<file path="src/logic/flp_regs.svh">
/*
 * constants of the flash lock protection block: lock codes,
 * flash region bounds, lock byte locations, ram windows.
 * assumes a 16-bit code address space and 8-bit lock bytes.
 */
`ifndef FLP_REGS_SVH
`define FLP_REGS_SVH

// lock byte codes
`define FLP_LOCK_OPEN 8'hff
`define FLP_UCFG_LOCKED 8'h00
`define FLP_CODE_MIN 8'h80
`define FLP_CODE_FIRST 8'hfe

// main code area: 32 pages of 512 bytes
`define FLP_PAGE_TOP 5'h1f
`define FLP_PAGE_LSB 9
`define FLP_CODE_BASE 16'h0000
`define FLP_CODE_END 16'h3fff

// user configuration and factory sectors
`define FLP_UCFG_BASE 16'h4000
`define FLP_UCFG_END 16'h41ff
`define FLP_FCFG_BASE 16'h4200
`define FLP_FCFG_END 16'h4bff

// lock byte locations, last bytes of their sectors
`define FLP_LB_BU_ADDR 16'h3ffe
`define FLP_LB_TD_ADDR 16'h3fff
`define FLP_LB_UCFG_ADDR 16'h41ff

// volatile ram window in external data space
`define FLP_VOLATILE_EXT_RAM_BASE 16'h0100
`define FLP_VOLATILE_EXT_RAM_END 16'h01ff

// direct accesses at or above this go to special registers
`define FLP_SFR_SPLIT 8'h80

// retention ram last index
`define FLP_RET_LAST 7'h7f

`endif

</file>
<file path="src/logic/flp_pkg.sv">
/*
 * types of the flash lock protection block.
 * assumes flp_regs.svh for the numeric constants.
 */
package flp_pkg;

    // flash operation codes
    typedef enum logic [1:0] {
        FLP_OP_READ = 2'b00,
        FLP_OP_WRITE = 2'b01,
        FLP_OP_SECT_ERASE = 2'b10,
        FLP_OP_CHIP_ERASE = 2'b11
    } flp_op_e;

    // block sequencer states
    typedef enum logic [1:0] {
        FLP_ST_SAMPLE = 2'b00,
        FLP_ST_CLEAR = 2'b01,
        FLP_ST_RUN = 2'b10
    } flp_state_e;

    // all state of the block except the retention ram
    typedef struct packed {
        flp_state_e state;
        logic [7:0] lock_bu;
        logic [7:0] lock_td;
        logic [7:0] lock_ucfg;
        logic [7:0] lock_fcfg;
        logic [6:0] clr_idx;
        logic ready;
        logic [31:0] pages;
        logic ack;
        logic allow;
        logic [7:0] ret_rdata;
        logic [7:0] xd_rdata;
        logic xd_hit;
        logic to_sfr;
        logic to_internal_data_ram;
        logic [255:0][7:0] volatile_ext_ram;
    } flp_state_s;

endpackage

</file>
<file path="src/logic/flp_protect.sv">
/*
 * flash lock protection: lock byte sampling, page lock map,
 * per-request allow/deny, retention ram, volatile ram and
 * direct/indirect data address routing.
 * assumes all inputs come from logic on clk_i; lock byte
 * values are presented by the flash array at reset release.
 */
// What this block does
// - lock byte 0xff opens; invalid codes refused
// - lock bytes sampled only after reset
// - factory sectors never overwritten or erased
// - code area: 32 pages of 512 bytes
// - any code lock set locks page 31
// - bottom-up lock grows from page zero
// - config lock 0x00: read yes, write no
// - config lock set by programmer or software
// - normal mode: no chip erase ever
// - code lock: no write; no read programming
// - programming mode: sector erase, line write
// - retention ram cleared on first power-up
// - volatile ram sits in external data space
// - upper data addresses: direct sfr, indirect ram
`timescale 1ns/10ps
`include "flp_regs.svh"

module flp_protect
    import flp_pkg::*;
(
    // clock, reset, enable
    input wire logic clk_i,
    input wire logic rstn_i,
    input wire logic en_i,
    // lock bytes as stored in flash
    input wire logic [7:0] lock_bu_i,
    input wire logic [7:0] lock_td_i,
    input wire logic [7:0] lock_ucfg_i,
    input wire logic [7:0] lock_fcfg_i,
    input wire logic first_power_up_i,
    // flash access request
    input wire logic prog_mode_i,
    input wire logic req_i,
    input wire logic [1:0] req_op_i,
    input wire logic [15:0] req_addr_i,
    input wire logic [7:0] req_wdata_i,
    output logic ack_o,
    output logic allow_o,
    output logic ready_o,
    output logic [31:0] locked_pages_o,
    // retention ram port
    input wire logic ret_req_i,
    input wire logic ret_we_i,
    input wire logic [6:0] ret_addr_i,
    input wire logic [7:0] ret_wdata_i,
    output logic [7:0] ret_rdata_o,
    // external data space port
    input wire logic xd_req_i,
    input wire logic xd_we_i,
    input wire logic [15:0] xd_addr_i,
    input wire logic [7:0] xd_wdata_i,
    output logic [7:0] xd_rdata_o,
    output logic xd_hit_o,
    // data address routing
    input wire logic dr_req_i,
    input wire logic dr_indirect_i,
    input wire logic [7:0] dr_addr_i,
    output logic to_sfr_o,
    output logic to_internal_data_ram_o
);

    // bottom-up lock to page map
    function automatic logic [31:0] bu_map(input logic [7:0] v);
        logic [31:0] m;
        logic [7:0] n;
        m = '0;
        n = `FLP_CODE_FIRST - v;
        if (v == `FLP_LOCK_OPEN) begin
            m = '0;
        end else if (v < `FLP_CODE_MIN) begin
            // illegal code: fail safe, lock all
            m = '1;
        end else begin
            for (int p = 0; p < 32; p++) begin
                m[p] = (8'(p) <= n);
            end
        end
        return m;
    endfunction

    // top-down lock to page map
    function automatic logic [31:0] td_map(input logic [7:0] v);
        logic [31:0] m;
        logic [7:0] n;
        m = '0;
        n = `FLP_CODE_FIRST - v;
        if (v == `FLP_LOCK_OPEN) begin
            m = '0;
        end else if (v < `FLP_CODE_MIN) begin
            m = '1;
        end else begin
            for (int p = 0; p < 32; p++) begin
                m[p] = (8'(p) + n >= 8'd31);
            end
        end
        return m;
    endfunction

    // address range test
    function automatic logic in_rng(input logic [15:0] a,
                                    input logic [15:0] lo,
                                    input logic [15:0] hi);
        return (a >= lo) && (a <= hi);
    endfunction

    // registered and next state
    flp_state_s s_q;
    flp_state_s s_d;
    // retention ram, kept outside the reset state struct
    logic [7:0] ret_mem_q [128];

    // decode helpers
    logic [31:0] map_w; // union of both page maps, plus page 31 when any code lock is set
    logic in_code; // address in main code area
    logic in_ucfg; // address in user config sector
    logic in_fcfg; // address in factory sectors
    logic pg_lock; // addressed page is locked
    logic ucfg_lk; // user config lock active
    logic bad_lb; // illegal lock byte value written
    logic ok; // request permitted
    logic [4:0] page; // addressed page number
    logic [7:0] xd_idx; // volatile ram index

    // page map and access decision
    always_comb begin
        map_w = bu_map(s_q.lock_bu) | td_map(s_q.lock_td);
        if (s_q.lock_bu != `FLP_LOCK_OPEN
            || s_q.lock_td != `FLP_LOCK_OPEN) begin
            map_w[`FLP_PAGE_TOP] = 1'b1;
        end
        in_code = in_rng(req_addr_i, `FLP_CODE_BASE, `FLP_CODE_END);
        in_ucfg = in_rng(req_addr_i, `FLP_UCFG_BASE, `FLP_UCFG_END);
        in_fcfg = in_rng(req_addr_i, `FLP_FCFG_BASE, `FLP_FCFG_END);
        page = req_addr_i[`FLP_PAGE_LSB +: 5];
        pg_lock = map_w[page];
        // anything but open counts as locked
        ucfg_lk = (s_q.lock_ucfg != `FLP_LOCK_OPEN);
        // only documented codes may land in lock bytes
        bad_lb = 1'b0;
        if (req_op_i == FLP_OP_WRITE) begin
            if (req_addr_i == `FLP_LB_BU_ADDR
                || req_addr_i == `FLP_LB_TD_ADDR) begin
                bad_lb = (req_wdata_i < `FLP_CODE_MIN);
            end
            if (req_addr_i == `FLP_LB_UCFG_ADDR) begin
                bad_lb = (req_wdata_i != `FLP_LOCK_OPEN)
                    && (req_wdata_i != `FLP_UCFG_LOCKED);
            end
        end
        ok = 1'b0;
        unique case (flp_op_e'(req_op_i))
            FLP_OP_CHIP_ERASE: begin
                // chip erase only in programming mode
                ok = prog_mode_i;
            end
            FLP_OP_READ: begin
                if (in_code) begin
                    ok = !(pg_lock && prog_mode_i);
                end else if (in_ucfg) begin
                    ok = 1'b1;
                end else if (in_fcfg) begin
                    ok = (s_q.lock_fcfg == `FLP_LOCK_OPEN);
                end else begin
                    ok = 1'b0;
                end
            end
            FLP_OP_WRITE, FLP_OP_SECT_ERASE: begin
                if (in_code) begin
                    ok = !pg_lock;
                end else if (in_ucfg) begin
                    ok = !ucfg_lk;
                end else begin
                    // factory sectors and holes: never
                    ok = 1'b0;
                end
                if (bad_lb) begin
                    ok = 1'b0;
                end
            end
        endcase
        xd_idx = xd_addr_i[7:0];
    end

    // next state
    always_comb begin
        s_d = s_q;
        s_d.ack = 1'b0;
        s_d.xd_hit = 1'b0;
        s_d.to_sfr = 1'b0;
        s_d.to_internal_data_ram = 1'b0;
        unique case (s_q.state)
            FLP_ST_SAMPLE: begin
                // capture lock bytes once per reset
                s_d.lock_bu = lock_bu_i;
                s_d.lock_td = lock_td_i;
                s_d.lock_ucfg = lock_ucfg_i;
                s_d.lock_fcfg = lock_fcfg_i;
                s_d.clr_idx = '0;
                if (first_power_up_i) begin
                    s_d.state = FLP_ST_CLEAR;
                end else begin
                    s_d.state = FLP_ST_RUN;
                    s_d.ready = 1'b1;
                end
            end
            FLP_ST_CLEAR: begin
                // wipe retention ram a byte per cycle
                // the ram process below does the wiping
                s_d.clr_idx = s_q.clr_idx + 7'h01;
                if (s_q.clr_idx == `FLP_RET_LAST) begin
                    s_d.state = FLP_ST_RUN;
                    s_d.ready = 1'b1;
                end
            end
            FLP_ST_RUN: begin
                // flash requests answered next cycle
                if (req_i) begin
                    s_d.ack = 1'b1;
                    s_d.allow = ok;
                end
                // retention ram kept through all states but FLP_ST_CLEAR
                // writes land in the ram process below
                if (ret_req_i && !ret_we_i) begin
                    s_d.ret_rdata = ret_mem_q[ret_addr_i];
                end
            end
            default: begin
                // illegal code recovers to sampling
                s_d.state = FLP_ST_SAMPLE;
                s_d.ready = 1'b0;
            end
        endcase
        s_d.pages = map_w;
        // volatile ram decoded in external data space
        if (xd_req_i && in_rng(xd_addr_i, `FLP_VOLATILE_EXT_RAM_BASE, `FLP_VOLATILE_EXT_RAM_END)) begin
            s_d.xd_hit = 1'b1;
            if (xd_we_i) begin
                s_d.volatile_ext_ram[xd_idx] = xd_wdata_i;
            end else begin
                s_d.xd_rdata = s_q.volatile_ext_ram[xd_idx];
            end
        end
        // upper half: direct to sfr, indirect to ram
        if (dr_req_i) begin
            s_d.to_sfr = !dr_indirect_i && (dr_addr_i >= `FLP_SFR_SPLIT);
            s_d.to_internal_data_ram = dr_indirect_i || (dr_addr_i < `FLP_SFR_SPLIT);
        end
    end

    // retention ram; no reset on purpose, so that a system
    // reset keeps its contents and only the first power-up
    // sequence wipes it
    always_ff @(posedge clk_i) begin
        if (en_i) begin
            if (s_q.state == FLP_ST_CLEAR) begin
                // wipe a byte per cycle
                ret_mem_q[s_q.clr_idx] <= 8'h00;
            end else if (s_q.state == FLP_ST_RUN && ret_req_i && ret_we_i) begin
                // write kept through reset and sleep
                ret_mem_q[ret_addr_i] <= ret_wdata_i;
            end
        end
    end

    // state register, frozen while en_i is low
    always_ff @(posedge clk_i or negedge rstn_i) begin
        if (!rstn_i) begin
            s_q <= '0;
            s_q.lock_bu <= `FLP_LOCK_OPEN;
            s_q.lock_td <= `FLP_LOCK_OPEN;
            s_q.lock_ucfg <= `FLP_LOCK_OPEN;
            s_q.lock_fcfg <= `FLP_LOCK_OPEN;
            s_q.state <= FLP_ST_SAMPLE;
        end else if (en_i) begin
            s_q <= s_d;
        end
    end

    // outputs straight from flops
    assign ack_o = s_q.ack;
    assign allow_o = s_q.allow;
    assign ready_o = s_q.ready;
    assign locked_pages_o = s_q.pages;
    assign ret_rdata_o = s_q.ret_rdata;
    assign xd_rdata_o = s_q.xd_rdata;
    assign xd_hit_o = s_q.xd_hit;
    assign to_sfr_o = s_q.to_sfr;
    assign to_internal_data_ram_o = s_q.to_internal_data_ram;

endmodule

</file>
<file path="config.mk">
export PLATFORM = sky130hd
export DESIGN_NAME = flp_protect
export DESIGN_NICKNAME = d
export VERILOG_FILES = /design/src/logic/flp_pkg.sv /design/src/logic/flp_protect.sv
export VERILOG_INCLUDE_DIRS = /design/src /design/src/logic
export SDC_FILE = /design/constraint.sdc
export NUM_CORES = 2
export LEC_CHECK = 0
export BUFFER_PORTS_ARGS = -buffer_cell sky130_fd_sc_hd__buf_4
export CELL_PAD_IN_SITES_DETAIL_PLACEMENT = 2
export CELL_PAD_IN_SITES_GLOBAL_PLACEMENT = 2
export CORE_MARGIN = 2
export CORE_UTILIZATION = 52
export DETAILED_ROUTE_END_ITERATION = 6
export PLACE_DENSITY_LB_ADDON = 0.1
export SETUP_SLACK_MARGIN = 0.2
export SLEW_MARGIN = 20
export SYNTH_ARGS = -nofsm -noshare
export SYNTH_HDL_FRONTEND = slang
export SYNTH_SLANG_ARGS = --single-unit
export TNS_END_PERCENT = 100
</file>
<file path="constraint.sdc">
create_clock -name clk_i -period 9.88 [get_ports clk_i]
set_input_delay 1.482 -clock clk_i [delete_from_list [all_inputs] [get_ports clk_i]]
set_output_delay 1.482 -clock clk_i [all_outputs]
set_load 0.01 [all_outputs]
</file>
==> results.md <==
- For this design, the sink count on the clock tree is 3,167.
- The required time of the critical path is 10,700 ps.
- The run finished with clean final reports.
- The synthesized design contains 3,167 register bits.
- The number of endpoints failing setup at the final stage is 0.
- The area of the die is 276,000 um2.
- The number of fill cells in the layout is 22,300.
- The category of the worst setup path capture point is a register.
- The count of final hold-check violations is 0.
- Measured against its own limit, the worst slew margin works out to 0.185.
- The min-delay analysis places its worst path in the category register to register.
- The kind of cell with the highest combined delay on the critical path is simple AND/OR/NAND/NOR gates.
- The total number of vias is 83,500.
- Clock latency on the worst-skew pair, taken at its later pin, is 970 ps.
- The maximum count of clock buffers along a single path is 4.
- The worst-case vdd ir drop is 198 uV.
- For this run the aggregate overflow at the end of global routing stands at 0.
- The final max-slew violation count is 0.
- The HPWL after detailed placement is 280,000 um.
- The final worst setup slack is 3850 ps.
- The most critical setup path has its startpoint at en_i.
- For this run, the slowest stage of the critical path takes 1060 ps.
- The synthesis-to-layout area growth is 11.0%.
- The number of cells produced by synthesis is 8,380.
- Dividing the detail-routed via count by the number of cells gives 6.84.
- The sum of internal, switching and leakage power is 30.9 mW.
- In the global route stage, overall resource usage came out at 0.356.
- The first routing iteration left 8,530 violations.
- Summed over all cells, the static leakage comes to 66.3 nW.
- In this run the remaining antenna-violating nets after routing total 0.
- The Yosys step of the flow raised 0 warnings.
- The weighted congestion at the end of routability-driven global placement is 0.855.
- The number of antenna violations at the first check in global routing is 26.
- The pre-antenna-repair detailed-routing pass consisted of 5 iterations.
- Counting the buffers created by CTS gives 338.
- The total power per unit cell area is 197 nW/um2.
- Adding up every negative setup slack in the final design gives 0 ps.
- The count of cells resized by post-cts repair is 0.
- The number of buffers and inverters on the critical path is 3.
- The number of placement rows is 191.
- The origin of the critical flop-to-flop path is s_q[2125].
- Summing every instance area after synthesis gives 142,000 um2.
- Dividing the final minimum period by the clock period gives 0.611.
- The mean area per synthesized cell is 16.9 um2.
- The worst setup path is of the primary input to register kind.
- The worst setup timing slack at the placement stage is 3140 ps.
- The initial core utilization is 0.523.
- The type of origin of the critical path is a primary input.
- Buffers placed on the I/O ports in this run total 163.
- The width of the chip is 526 um.
- The worst path needs 6030 ps of the cycle, external delays included.
- The clock transition at the registers of the reported paths is 60 ps.
- Dividing the detail-routed wire length by the instance count gives 40.2 um.
- The maximum operating frequency is 0.166 GHz.
- The synthesized netlist contains 87 unique library cells.
- The detailed-route DRC error count is 0.
- The post-CTS setup buffer count is 0.
- The number of cells after detailed placement is 11,600.
- The worst clock skew is 67.0 ps.
- Setup repair after global routing left no endpoint under its margin.
- Of all nets on the critical path, the largest fanout is 68.
- The commonest non-fill, non-tap cell in the layout is sky130_fd_sc_hd__dfrtp_1.
- The data arrival at the endpoint of the critical path is 6850 ps.
- The first global-routing pass estimated 712,000 um of wire.
- TritonCTS built the clock tree.
- The number of hold buffers added after CTS was 0.
- The H-tree was split into 5 levels.
- Of the synthesized area, sequential elements account for 0.596.
- The number of cells in the finished layout apart from fillers is 12,200.
- The area taken by flip-flops and latches is 84,400 um2.
- The share of async-settable or async-resettable flops after synthesis is 0.677.
- The number of global-route vias before repair is 91,900.
- The actual transition at the worst max-transition pin is 1220 ps.
- Hold timing on the final database bottoms out at a slack of 485 ps.
- The library cells used most frequently in the layout, excluding fill and tap cells, are sky130_fd_sc_hd__dfrtp_1 (2,111), sky130_fd_sc_hd__mux2_2 (2,084), sky130_fd_sc_hd__edfxtp_1 (1,024).
- The multi-input combinational cells in the finished layout cover a total of 54,200 um2.
- The worst hold path begins at locked_pages_o[4].
- The net count of the mapped netlist is 8,519.
- On the critical path, the stage with the largest delay is an instance of sky130_fd_sc_hd__nor2_1.
- After the last flow step, the layout net total stands at 8,501.
- Among all flip-flop cells after synthesis, the most frequent one is sky130_fd_sc_hd__dfrtp_1.
- The tree is rooted in a sky130_fd_sc_hd__clkbuf_16.
- The region available for standard cell placement spans 271,000 um2.
- The largest net degree at the start of global routing is 184.
- The critical path goes through buf_4 > nand4b_1 > or4_1 > inv_1 > buf_4 > nand2_1 > nor2_1 > nand2_1 > nor2_1 > mux2_2.
- The number of I/O pins is 171.
- The total wire length is 490,000 um.
- In this run, synthesis inferred 1,024 flip-flops with an integrated enable.
- The share of cells above drive strength 1 is 0.479.
- The number of maximum-capacitance violations is 0.
- The overall die height is 526 um.
-- report_power, final --
| group | switching (mW) | internal [mW] |
|---|---|---|
| clock network | 5.80 | 7.49 |
| registers | 0.289 | 13.7 |
| logic | 2.47 | 1.11 |
| total | 8.56 | 22.3 |
-- routing by layer --
| metal | share of wire | track usage |
|---|---|---|
| met1 | 0.40 | 0.476 |
| met2 | 0.50 | 0.594 |
| met3 | 0.057 | 0.0522 |
| met4 | 0.042 | 0.133 |
| met5 | 0.00040 | 0 |
-- cell families after synthesis --
kind of cell | Yosys count | synth area share
flops | 3167 | 0.596
mux | 3095 | 0.325
simple gates | 925 | 0.0318
buf+inv | 692 | 0.0216
compound gates | 427 | 0.0197
xor+xnor | 51 | 0.00326
fa+ha+maj | 23 | 0.00202
-- Yosys cell counts, drive strengths merged, types with 12 or more instances --
cell type  count  area share
dfrtp       2111        0.37
mux2        2084        0.17
edfxtp      1024        0.22
mux4         993        0.16
nor2         508       0.017
clkbuf       429       0.011
buf          224      0.0092
nand2        169      0.0045
a21oi        124      0.0044
o21ai         99      0.0035
nand3         55      0.0020
xnor2         47      0.0030
inv           36     0.00095
dfstp         32      0.0059
nand2b        31      0.0014
nor3          27     0.00095
a31oi         26      0.0011
and2          26      0.0011
ha            22      0.0019
mux2i         18      0.0013
nand4         18     0.00080
a22oi         17     0.00094
o211ai        16     0.00085
nor2b         14     0.00062
o31ai         14     0.00074
or3           13     0.00057
a311oi        12     0.00091
-- worst reg2reg max path, stage by stage (launching register included) --
cell and delay, ps:
sky130_fd_sc_hd__dfstp_2 940, sky130_fd_sc_hd__ha_1 260, sky130_fd_sc_hd__buf_4 370, sky130_fd_sc_hd__xnor2_2 320, sky130_fd_sc_hd__inv_1 330, sky130_fd_sc_hd__ha_1 430, sky130_fd_sc_hd__nor4_1 690, sky130_fd_sc_hd__a311oi_4 110
sky130_fd_sc_hd__nand3_1 130, sky130_fd_sc_hd__a21boi_0 150, sky130_fd_sc_hd__a2111oi_0 750, sky130_fd_sc_hd__o21ai_0 350, sky130_fd_sc_hd__a311o_1 390, sky130_fd_sc_hd__nor4_1 350, sky130_fd_sc_hd__a2bb2oi_1 240
-- per-stage QoR --
stage          utilization  cell area (um2)
6_report             0.580           157000
3_5_place_dp         0.538           146000
4_1_cts              0.579           157000
5_1_grt              0.580           157000
2_1_floorplan            -           142000
3_3_place_gp         0.538           146000
-- worst paths after layout --
check / cells after the start / slack, ps / endpoint
max: 10 / 3850 / s_q[251]
min: 1 / 480 / locked_pages_o[4]
max reg2reg: 14 / 3950 / allow_o
min reg2reg: 1 / 480 / locked_pages_o[4]
max in group asynchronous: 3 / 6940 / s_q[1197]
min in group asynchronous: 1 / 490 / locked_pages_o[1]
-- registers in the layout, indices dropped and copies added (netlist names) --
name                    flops
locked_pages_o             32
ack_o                       1
to_sfr_o                    1
ret_rdata_o                 8
s_q                      2089
xd_hit_o                    1
to_internal_data_ram_o      1
xd_rdata_o                  8
ready_o                     1
ret_mem_q                1024
allow_o                     1
-- final cells by class --
cell class / instances / share of cell area
Sequential cell: 3167 / 0.538
Multi-Input combinational cell: 4521 / 0.345
Clock buffer: 488 / 0.0618
Tap cell: 3570 / 0.0284
Timing Repair Buffer: 295 / 0.0170
Clock inverter: 125 / 0.00938
Inverter: 39 / 0.000932
Antenna cell: 6 / 0.0000956
No activity file was read; power rests on OpenSTA's default activity.
